`src/cci_pkg.sv`:
```
package cci_pkg;

    // register byte addresses on the apb bus
    localparam logic [7:0] ADDR_SFIO     = 8'h00;
    localparam logic [7:0] ADDR_CMP_CS   = 8'h04;
    localparam logic [7:0] ADDR_CONV_MUX = 8'h08;
    localparam logic [7:0] ADDR_CONV_EN  = 8'h0c;

    // special_function_io fields
    localparam int SFIO_MUX_EN_BIT = 3;

    // comparator_control_status fields
    localparam int CS_POWER_OFF_BIT = 7;
    localparam int CS_BANDGAP_BIT   = 6;
    localparam int CS_OUTPUT_BIT    = 5;
    localparam int CS_FLAG_BIT      = 4;
    localparam int CS_IRQ_EN_BIT    = 3;
    localparam int CS_CAPTURE_BIT   = 2;
    localparam int CS_MODE_HI_BIT   = 1;
    localparam int CS_MODE_LO_BIT   = 0;

    // converter_mux_ctrl / converter enable fields
    localparam int MUX_CHAN_LSB   = 0;
    localparam int CONV_EN_BIT    = 0;

    // reset values
    localparam logic [7:0] SFIO_RESET = 8'h00;
    localparam logic [7:0] CS_RESET   = 8'h00;
    localparam logic [2:0] CHAN_RESET = 3'h0;

    // interrupt mode field codes
    localparam logic [1:0] MODE_TOGGLE   = 2'h0;
    localparam logic [1:0] MODE_RESERVED = 2'h1;
    localparam logic [1:0] MODE_FALL     = 2'h2;
    localparam logic [1:0] MODE_RISE     = 2'h3;

    // synchroniser stages for the raw comparator output
    localparam int SYNC_STAGES = 2;

    // analog-facing controls, one bundle toward the comparator core
    typedef struct packed {
        logic       power_off;
        logic       pos_bandgap;
        logic       neg_from_mux;
        logic [2:0] neg_channel;
    } cci_analog_ctrl_t;

endpackage : cci_pkg

```
`src/cci_sync.sv`:
```
module cci_sync #(
    parameter int STAGES = 2
) (
    input  wire logic clk,
    input  wire logic srst,
    input  wire logic din,
    output logic      dout
);

    logic [STAGES-1:0] stage_r;
    logic [STAGES-1:0] stage_nxt;

    // first stage feeds only the next stage
    always_comb
    begin
        stage_nxt = {stage_r[STAGES-2:0], din};
    end

    always_ff @(posedge clk)
    begin
        if (srst)
            stage_r <= '0;
        else
            stage_r <= stage_nxt;
    end

    assign dout = stage_r[STAGES-1];

endmodule : cci_sync

```
`src/cci_top.sv`:
```
// What this block does
// [RULE_01] mux enable set and converter off: negative input from channel mux
// [RULE_02] on mux path the 3-bit channel select picks channel 0 to 7
// [RULE_03] writing one to bit 7 powers comparator off, any time
// [RULE_04] software clears irq enable before changing power-off bit
// [RULE_05] bit 6 set feeds bandgap to positive input, else pin
// [RULE_06] raw output synchronised, readable status bit, one to two cycles
// [RULE_07] flag bit 4 set when output event matches selected mode
// [RULE_08] flag cleared by vector execution or by writing one
// [RULE_09] irq requested only with flag, enable bit 3, global enable
// [RULE_10] capture-link bit 2 routes output to timer capture, else none
// [RULE_11] software sets timer capture irq enable for capture interrupt
// [RULE_12] mode 00 toggle, 10 falling, 11 rising, 01 reserved
// [RULE_13] software clears irq enable before changing mode field
// [RULE_14] edges found by comparing synced output with previous cycle
// [RULE_15] reserved mode 01 never sets the flag
//
// Our own choices: the placing of the registers and the APB interface to the registers.
module cci_top (
    input  wire logic                      clk,
    input  wire logic                      srst,
    input  wire logic                      psel,
    input  wire logic                      penable,
    input  wire logic                      pwrite,
    input  wire logic [7:0]                paddr,
    input  wire logic [31:0]               pwdata,
    output logic                           pready,
    output logic [31:0]                    prdata,
    output logic                           pslverr,
    input  wire logic                      cmp_raw,
    input  wire logic                      global_irq_enable,
    input  wire logic                      irq_vector_ack,
    output logic                           cmp_irq,
    output logic                           capture_trigger,
    output cci_pkg::cci_analog_ctrl_t      analog_ctrl
);

    logic [7:0]  sfio_r;
    logic [7:0]  sfio_nxt;
    logic [7:0]  cs_r;
    logic [7:0]  cs_nxt;
    logic [2:0]  chan_r;
    logic [2:0]  chan_nxt;
    logic        conv_en_r;
    logic        conv_en_nxt;
    logic        out_prev_r;
    logic        out_prev_nxt;
    logic        flag_r;
    logic        flag_nxt;
    logic        irq_r;
    logic        irq_nxt;
    logic        cap_r;
    logic        cap_nxt;
    logic        pready_r;
    logic        pready_nxt;
    logic        pslverr_r;
    logic        pslverr_nxt;
    logic [31:0] prdata_r;
    logic [31:0] prdata_nxt;
    cci_pkg::cci_analog_ctrl_t actl_r;
    cci_pkg::cci_analog_ctrl_t actl_nxt;
    logic        out_sync;
    logic        event_hit;
    logic        wr_strobe;
    logic        rd_strobe;

    cci_sync #(
        .STAGES (cci_pkg::SYNC_STAGES)
    ) u_sync (
        .clk  (clk),
        .srst (srst),
        .din  (cmp_raw),
        .dout (out_sync)
    ); // [RULE_06]

    // only the four register words answer; anything else errors
    function automatic logic addr_known(input logic [7:0] a);
        addr_known = 1'b0;
        unique case (a)
            cci_pkg::ADDR_SFIO:     addr_known = 1'b1;
            cci_pkg::ADDR_CMP_CS:   addr_known = 1'b1;
            cci_pkg::ADDR_CONV_MUX: addr_known = 1'b1;
            cci_pkg::ADDR_CONV_EN:  addr_known = 1'b1;
            default:                addr_known = 1'b0;
        endcase
    endfunction : addr_known

    // mode decode against the previous synced sample
    function automatic logic mode_match(
        input logic [1:0] mode,
        input logic       cur,
        input logic       prev
    );
        mode_match = 1'b0;
        unique case (mode)
            cci_pkg::MODE_TOGGLE:
            begin
                mode_match = cur ^ prev; // [RULE_12]
            end
            // reserved code is inert so a stray write cannot raise the flag
            cci_pkg::MODE_RESERVED:
            begin
                mode_match = 1'b0; // [RULE_15]
            end
            cci_pkg::MODE_FALL:
            begin
                mode_match = prev & ~cur; // [RULE_12]
            end
            cci_pkg::MODE_RISE:
            begin
                mode_match = cur & ~prev; // [RULE_12]
            end
        endcase
    endfunction : mode_match

    // apb access phase takes two cycles, pready registered
    assign wr_strobe = psel && penable && !pready_r && pwrite;
    assign rd_strobe = psel && penable && !pready_r && !pwrite;

    // handshake: one wait state, so pready is a flop like every output
    always_comb
    begin
        pready_nxt  = psel && penable && !pready_r;
        pslverr_nxt = psel && penable && !pready_r && !addr_known(paddr);
    end

    // register writes
    always_comb
    begin
        sfio_nxt    = sfio_r;
        cs_nxt      = cs_r;
        chan_nxt    = chan_r;
        conv_en_nxt = conv_en_r;
        if (wr_strobe)
        begin
            unique case (paddr)
                cci_pkg::ADDR_SFIO:
                    sfio_nxt = pwdata[7:0];
                cci_pkg::ADDR_CMP_CS:
                    // output and flag bits are stored from the bus but replaced by out_sync and flag_r on read
                    cs_nxt = pwdata[7:0]; // [RULE_03]
                cci_pkg::ADDR_CONV_MUX:
                    chan_nxt = pwdata[cci_pkg::MUX_CHAN_LSB +: 3];
                cci_pkg::ADDR_CONV_EN:
                    conv_en_nxt = pwdata[cci_pkg::CONV_EN_BIT];
                default:
                    sfio_nxt = sfio_r;
            endcase
        end
    end

    // read data, held between reads
    always_comb
    begin
        prdata_nxt = prdata_r;
        if (rd_strobe)
        begin
            prdata_nxt = 32'h0000_0000;
            unique case (paddr)
                cci_pkg::ADDR_SFIO:
                    prdata_nxt[7:0] = sfio_r;
                cci_pkg::ADDR_CMP_CS:
                begin
                    prdata_nxt[7:0] = cs_r;
                    prdata_nxt[cci_pkg::CS_OUTPUT_BIT] = out_sync; // [RULE_06]
                    prdata_nxt[cci_pkg::CS_FLAG_BIT]   = flag_r;
                end
                cci_pkg::ADDR_CONV_MUX:
                    prdata_nxt[cci_pkg::MUX_CHAN_LSB +: 3] = chan_r;
                cci_pkg::ADDR_CONV_EN:
                    prdata_nxt[cci_pkg::CONV_EN_BIT] = conv_en_r;
                default:
                    prdata_nxt = 32'h0000_0000;
            endcase
        end
    end

    // event detection and interrupt flag
    assign event_hit = mode_match(
        cs_r[cci_pkg::CS_MODE_HI_BIT:cci_pkg::CS_MODE_LO_BIT],
        out_sync, out_prev_r); // [RULE_07] [RULE_14]

    always_comb
    begin
        out_prev_nxt = out_sync; // [RULE_14]
        flag_nxt     = flag_r;
        if (irq_vector_ack)
            flag_nxt = 1'b0; // [RULE_08]
        if (wr_strobe && paddr == cci_pkg::ADDR_CMP_CS &&
            pwdata[cci_pkg::CS_FLAG_BIT])
            flag_nxt = 1'b0; // [RULE_08]
        // a new event beats a clear in the same cycle
        if (event_hit)
            flag_nxt = 1'b1; // [RULE_07]
    end

    // request follows the next flag so it never lags the flag bit
    always_comb
    begin
        irq_nxt = flag_nxt && cs_nxt[cci_pkg::CS_IRQ_EN_BIT] &&
                  global_irq_enable; // [RULE_09]
        cap_nxt = cs_r[cci_pkg::CS_CAPTURE_BIT] & out_sync; // [RULE_10]
    end

    // analog core controls
    always_comb
    begin
        actl_nxt.power_off   = cs_nxt[cci_pkg::CS_POWER_OFF_BIT]; // [RULE_03]
        actl_nxt.pos_bandgap = cs_nxt[cci_pkg::CS_BANDGAP_BIT];   // [RULE_05]
        actl_nxt.neg_from_mux = sfio_nxt[cci_pkg::SFIO_MUX_EN_BIT] &&
                                !conv_en_nxt;                     // [RULE_01]
        actl_nxt.neg_channel = chan_nxt;                          // [RULE_02]
    end

    // software-visible registers
    always_ff @(posedge clk)
    begin
        if (srst)
        begin
            sfio_r    <= cci_pkg::SFIO_RESET;
            cs_r      <= cci_pkg::CS_RESET;
            chan_r    <= cci_pkg::CHAN_RESET;
            conv_en_r <= 1'b0;
        end
        else
        begin
            sfio_r    <= sfio_nxt;
            cs_r      <= cs_nxt;
            chan_r    <= chan_nxt;
            conv_en_r <= conv_en_nxt;
        end
    end

    // bus answer
    always_ff @(posedge clk)
    begin
        if (srst)
        begin
            pready_r  <= 1'b0;
            pslverr_r <= 1'b0;
            prdata_r  <= 32'h0000_0000;
        end
        else
        begin
            pready_r  <= pready_nxt;
            pslverr_r <= pslverr_nxt;
            prdata_r  <= prdata_nxt;
        end
    end

    // event history, flag and requests
    // previous sample resets to the synchroniser's reset level: no false edge
    always_ff @(posedge clk)
    begin
        if (srst)
        begin
            out_prev_r <= 1'b0;
            flag_r     <= 1'b0;
            irq_r      <= 1'b0;
            cap_r      <= 1'b0;
        end
        else
        begin
            out_prev_r <= out_prev_nxt;
            flag_r     <= flag_nxt;
            irq_r      <= irq_nxt;
            cap_r      <= cap_nxt;
        end
    end

    // analog core controls
    always_ff @(posedge clk)
    begin
        if (srst)
        begin
            actl_r <= '0;
        end
        else
        begin
            actl_r <= actl_nxt;
        end
    end

    assign pready          = pready_r;
    assign pslverr         = pslverr_r;
    assign prdata          = prdata_r;
    assign cmp_irq         = irq_r;
    assign capture_trigger = cap_r;
    assign analog_ctrl     = actl_r;

endmodule : cci_top
```
`config.mk`:
```
export PLATFORM = sky130hd
export DESIGN_NAME = cci_top
export DESIGN_NICKNAME = d
export VERILOG_FILES = /design/src/cci_pkg.sv /design/src/cci_sync.sv /design/src/cci_top.sv
export SDC_FILE = /design/constraint.sdc
export NUM_CORES = 1
export LEC_CHECK = 0
export BUFFER_PORTS_ARGS = -buffer_cell sky130_fd_sc_hd__buf_2
export CORE_MARGIN = 2
export CORE_UTILIZATION = 50
export CTS_BUF_LIST = sky130_fd_sc_hd__clkbuf_2
export CTS_CLUSTER_SIZE = 8
export DETAILED_ROUTE_END_ITERATION = 10
export PLACE_DENSITY = 0.88
export SLEW_MARGIN = 15
export SYNTH_ARGS = -nofsm -noshare
export SYNTH_HDL_FRONTEND = slang
export SYNTH_HIERARCHICAL = 1
export SYNTH_SLANG_ARGS = --single-unit
```
`constraint.sdc`:
```
create_clock -name clk -period 2.4 [get_ports clk]
set_input_delay 0.12 -clock clk [delete_from_list [all_inputs] [get_ports clk]]
set_output_delay 0.12 -clock clk [all_outputs]
set_load 0.01 [all_outputs]
```
==> flow_results.org <==
** Setup path
- Setup slack, reg-to-reg :: between 800 and 900 ps
- Top delay family on crit path :: simple AND/OR/NAND/NOR gates
- Critical Path Start Type :: flip-flop
- Slowest stage cell, crit path :: sky130_fd_sc_hd__dfxtp_1
- Buffering stage count on the worst path with inverters included :: 1
- Cell-by-cell listing of the critical path :: inv_1 > ha_1 > or2_2 > a21oi_1 > a211oi_2 > nor4b_1
- Highest cell delay on the worst timing path :: between 300 and 400 ps
- The endpoint identified for the worst register-to-register timing path is cmp_irq.
- For the worst setup path, the data arrival time is 1800 ps.
- By startpoint and endpoint, the worst setup path is classified as reg2reg.
- Cells on worst reg2reg path :: 6
- At the worst endpoint, the required time is 2670 ps.
- Of all nets on the critical path, the largest fanout is 2.
- FF-to-FF Start :: out_prev_r
- Category of the worst setup path capture point :: flip-flop

** STA
- For the pin with the worst max-slew slack, the measured transition is 530 ps.
- Worst Setup Slack, final :: 876 ps
- Measured against its own limit, the worst slew margin works out to between 60% and 70%.
- The count of pins over their slew limit is 0.
- Final Cycle Share :: 63.5%
- Setup repair after global routing left no endpoint under its margin.
- Clock skew on the completed layout was measured at roughly 6.4 ps.
- Setup TNS Final :: 0 ps
- Clock period minus final worst setup slack :: 1520 ps
- Number of setup violations in the final report :: 0
- For this run, the top clock speed supported by timing is ~0.66 GHz.
- Endpoints failing hold :: 0

** Layout
- Fillers :: 290
- Area Overhead vs Synth :: 16.9%
- Share of layout cells above drive strength 1 :: 26.5%
- In the layout the commonest cells are sky130_fd_sc_hd__buf_2 (41), sky130_fd_sc_hd__dfxtp_1 (35), sky130_fd_sc_hd__nor2_1 (27).
- Once layout is complete, the cells apart from fillers number 265.
- Leaving out fill and tap cells, the most frequent cell in the layout is sky130_fd_sc_hd__buf_2.
- In the final layout, flip-flops and latches occupy 701 um2.
- For this run, the post-layout net count is about 270.
- Area of the multi-input gates :: 846 um2
- N_diodes :: 0

** Synth
- Post-synth cell types :: 36
- After synthesis the netlist holds a flip-flop and latch count of 35.
- Dividing the synthesized area by the synthesized cell count gives slightly below 10 um2.
- The Yosys step of the flow raised 6 warnings.
- After technology mapping, the gate count stands at 171.
- Post-synthesis cell area :: 1700 um2
- Seq/Total Area, Yosys :: 41.3%

** Floorplanning
- Core Rows :: 21
- Area of the die :: just under 4000 um2
- Starting density of the core :: 51.7%
- Top-Level Pins :: 90
- The region available for standard cell placement spans roughly 3300 um2.
- From bottom edge to top edge, the die measures about 62 um.
- Die extent in x :: 62.3 um

** GRT
- Number of global-route vias before repair :: 1211
- Entering global routing, the biggest net connects 32 pins.
- The total overflow left after global routing is 0.
- Total routing resource utilization after global routing :: 17.3%
- Global routing used a little under a fifth of the available met1 tracks.
- Global routing used under 10% of the available met3 tracks.
- Wire length of the first global-routing pass :: 5.29 mm
- For met2 alone, demand over resource in global routing was 31.5%.
- The number of antenna violations at the first check in global routing came to 0.
- Routing layer with the top usage in global route :: met2

** Placed design
- Hpwl dp :: 2.28 mm
- Global placement routability congestion :: slightly below 0.8
- Post-place setup slack :: 869 ps
- # placed instances :: 250
- Count of buffers from port buffering :: 41

** Hold path
- Worst min-delay path class :: in2reg
- The path with the worst hold slack has its endpoint at sfio_r[1].
- In this run the most critical hold path is launched from pwdata[1].
- Hold path depth :: 3

** Detailed routing
- Remaining DRCs :: 0
- The count of nets left with antenna violations once routing finished came out at 0.
- DR vias/cell :: 4.89
- The routed layout has 1297 vias.
- Number of optimization iterations in the first detailed-route pass :: 5
- Detailed Route Iter0 Violations :: 26
- Post-detailed-route wirelength per cell :: 12.0 um
- Drt total wl :: 3.19 mm

** Status
- The run finished with clean final reports.

** Pwr
- In this run the power density over the cells is 588 nW/um2.
- For this design the static power due to leakage is 1.02 nW.
- Across the VDD grid, the largest voltage drop is 0.325 mV.
- Overall power consumption after layout is estimated at 0.00117 W.

** Clock tree
- The H-tree was split into 2 levels.
- Clock latency on the worst-skew pair, taken at its later pin, is 360 ps.
- Number of buffers created by CTS :: 5
- The clock passes through at most 2 buffers.
- CTS root buf :: sky130_fd_sc_hd__clkbuf_2
- CTS tree :: done
- Number of gates resized after cts :: 0
- The clock net in this run drives a total of 35 sinks.
- After clock tree synthesis, the clock-pin slew on the worst setup and hold paths is around 180 ps.

** Job
- Maxcap violations :: 0
## stage by stage
step / instance area (um2) / hold slack (ps) / util [%]
after floorplan: 1780 / 192 / -
after global placement: 1820 / 346 / 55.4
after detailed placement: 1820 / 340 / 55.4
after CTS: 1960 / 2.99 / 59.8
after global routing: 1980 / 19.1 / 60.4
final: 1980 / 19.2 / 60.4
## cell type report
cell class                 count  area share (%)
tap                           46            2.90
timing repair buffer          48            13.9
inverter                       3           0.568
clock buffer                   5            1.26
clock inverter                 3            3.41
sequential                    35            35.3
multi-input combinational    125            42.6
## per-layer routing
layer,routed length [um],vias to the layer above
li1,-,634
met1,1340,612
met2,1640,47
met3,188,4
met4,31,0
met5,0,-
## cells in the mapped netlist
cell / number / area, um2
sky130_fd_sc_hd__a211oi_2: 1 / 12.5
sky130_fd_sc_hd__a21oi_1: 4 / 20.0
sky130_fd_sc_hd__a32o_1: 1 / 10.0
sky130_fd_sc_hd__and2_1: 1 / 6.26
sky130_fd_sc_hd__and2_2: 1 / 7.51
sky130_fd_sc_hd__and3_1: 1 / 6.26
sky130_fd_sc_hd__and3b_1: 2 / 17.5
sky130_fd_sc_hd__and4b_1: 1 / 10.0
sky130_fd_sc_hd__buf_2: 1 / 5.00
sky130_fd_sc_hd__buf_4: 26 / 195
sky130_fd_sc_hd__clkbuf_1: 3 / 11.3
sky130_fd_sc_hd__clkbuf_8: 1 / 13.8
sky130_fd_sc_hd__conb_1: 1 / 3.75
sky130_fd_sc_hd__dfxtp_1: 35 / 701
sky130_fd_sc_hd__ha_1: 2 / 25.0
sky130_fd_sc_hd__inv_1: 3 / 11.3
sky130_fd_sc_hd__mux2i_1: 25 / 250
sky130_fd_sc_hd__mux4_2: 1 / 22.5
sky130_fd_sc_hd__nand2_1: 4 / 15.0
sky130_fd_sc_hd__nand2b_1: 1 / 6.26
sky130_fd_sc_hd__nand3_1: 3 / 15.0
sky130_fd_sc_hd__nand3_2: 1 / 10.0
sky130_fd_sc_hd__nand3b_1: 1 / 7.51
sky130_fd_sc_hd__nand4_1: 3 / 18.8
sky130_fd_sc_hd__nand4_2: 1 / 12.5
sky130_fd_sc_hd__nand4_4: 1 / 21.3
sky130_fd_sc_hd__nor2_1: 27 / 101
sky130_fd_sc_hd__nor2b_1: 5 / 31.3
sky130_fd_sc_hd__nor3_1: 1 / 5.00
sky130_fd_sc_hd__nor3b_1: 1 / 7.51
sky130_fd_sc_hd__nor3b_2: 1 / 12.5
sky130_fd_sc_hd__nor4_1: 1 / 6.26
sky130_fd_sc_hd__nor4_4: 1 / 21.3
sky130_fd_sc_hd__nor4b_1: 1 / 8.76
sky130_fd_sc_hd__o2bb2ai_1: 7 / 61.3
sky130_fd_sc_hd__or2_2: 1 / 6.26
## worst max-delay path by stage
stage / slack, ps / to / depth (start not counted) / start
6_report: 880 / cmp_irq / 6 / out_prev_r
5_1_grt: 750 / cmp_irq / 6 / out_prev_r
4_1_cts: 890 / cmp_irq / 6 / out_prev_r
2_1_floorplan: 1020 / cmp_irq / 6 / out_prev_r
3_5_place_dp: 870 / sfio_r[5] / 5 / paddr[5]
3_3_place_gp: 910 / cmp_irq / 5 / paddr[2]
## power by group
group	internal, W	switching (W)
Clock	0.000280	0.000197
Sequential	0.000586	0.00000231
Combinational	0.0000383	0.0000619
## worst register-to-register path: stages, from the launching register on
cell and delay (ps):
sky130_fd_sc_hd__dfxtp_1 380, sky130_fd_sc_hd__inv_1 60, sky130_fd_sc_hd__ha_1 270, sky130_fd_sc_hd__or2_2 270, sky130_fd_sc_hd__a21oi_1 160, sky130_fd_sc_hd__a211oi_2 70
sky130_fd_sc_hd__nor4b_1 230
## sequential cells by signal (all words and copies together) (netlist names)
signal and flops:
capture_trigger 1, flag_r 1, conv_en_r 1, u_sync/stage_r 2
pready 1, pslverr 1, cmp_irq 1, out_prev_r 1
cs_r 6, prdata 8, sfio_r 8, analog_ctrl 4
## what timing repair did
action                    4_1_cts  5_1_grt
hold endpoints to repair        6        2
setup buffers                   0        0
hold buffers                    5        2
## cell families after synthesis
kind of cell | share of synthesized area, %
AO/OA/AOI/OAI | 6.12
adder cells (fa/ha/maj) | 1.47
buffers and inverters | 13.9
flip-flops | 41.3
multiplexers | 16.1
other | 0.221
AND/OR/NAND/NOR | 20.9
(Power assumes the default switching activity.)
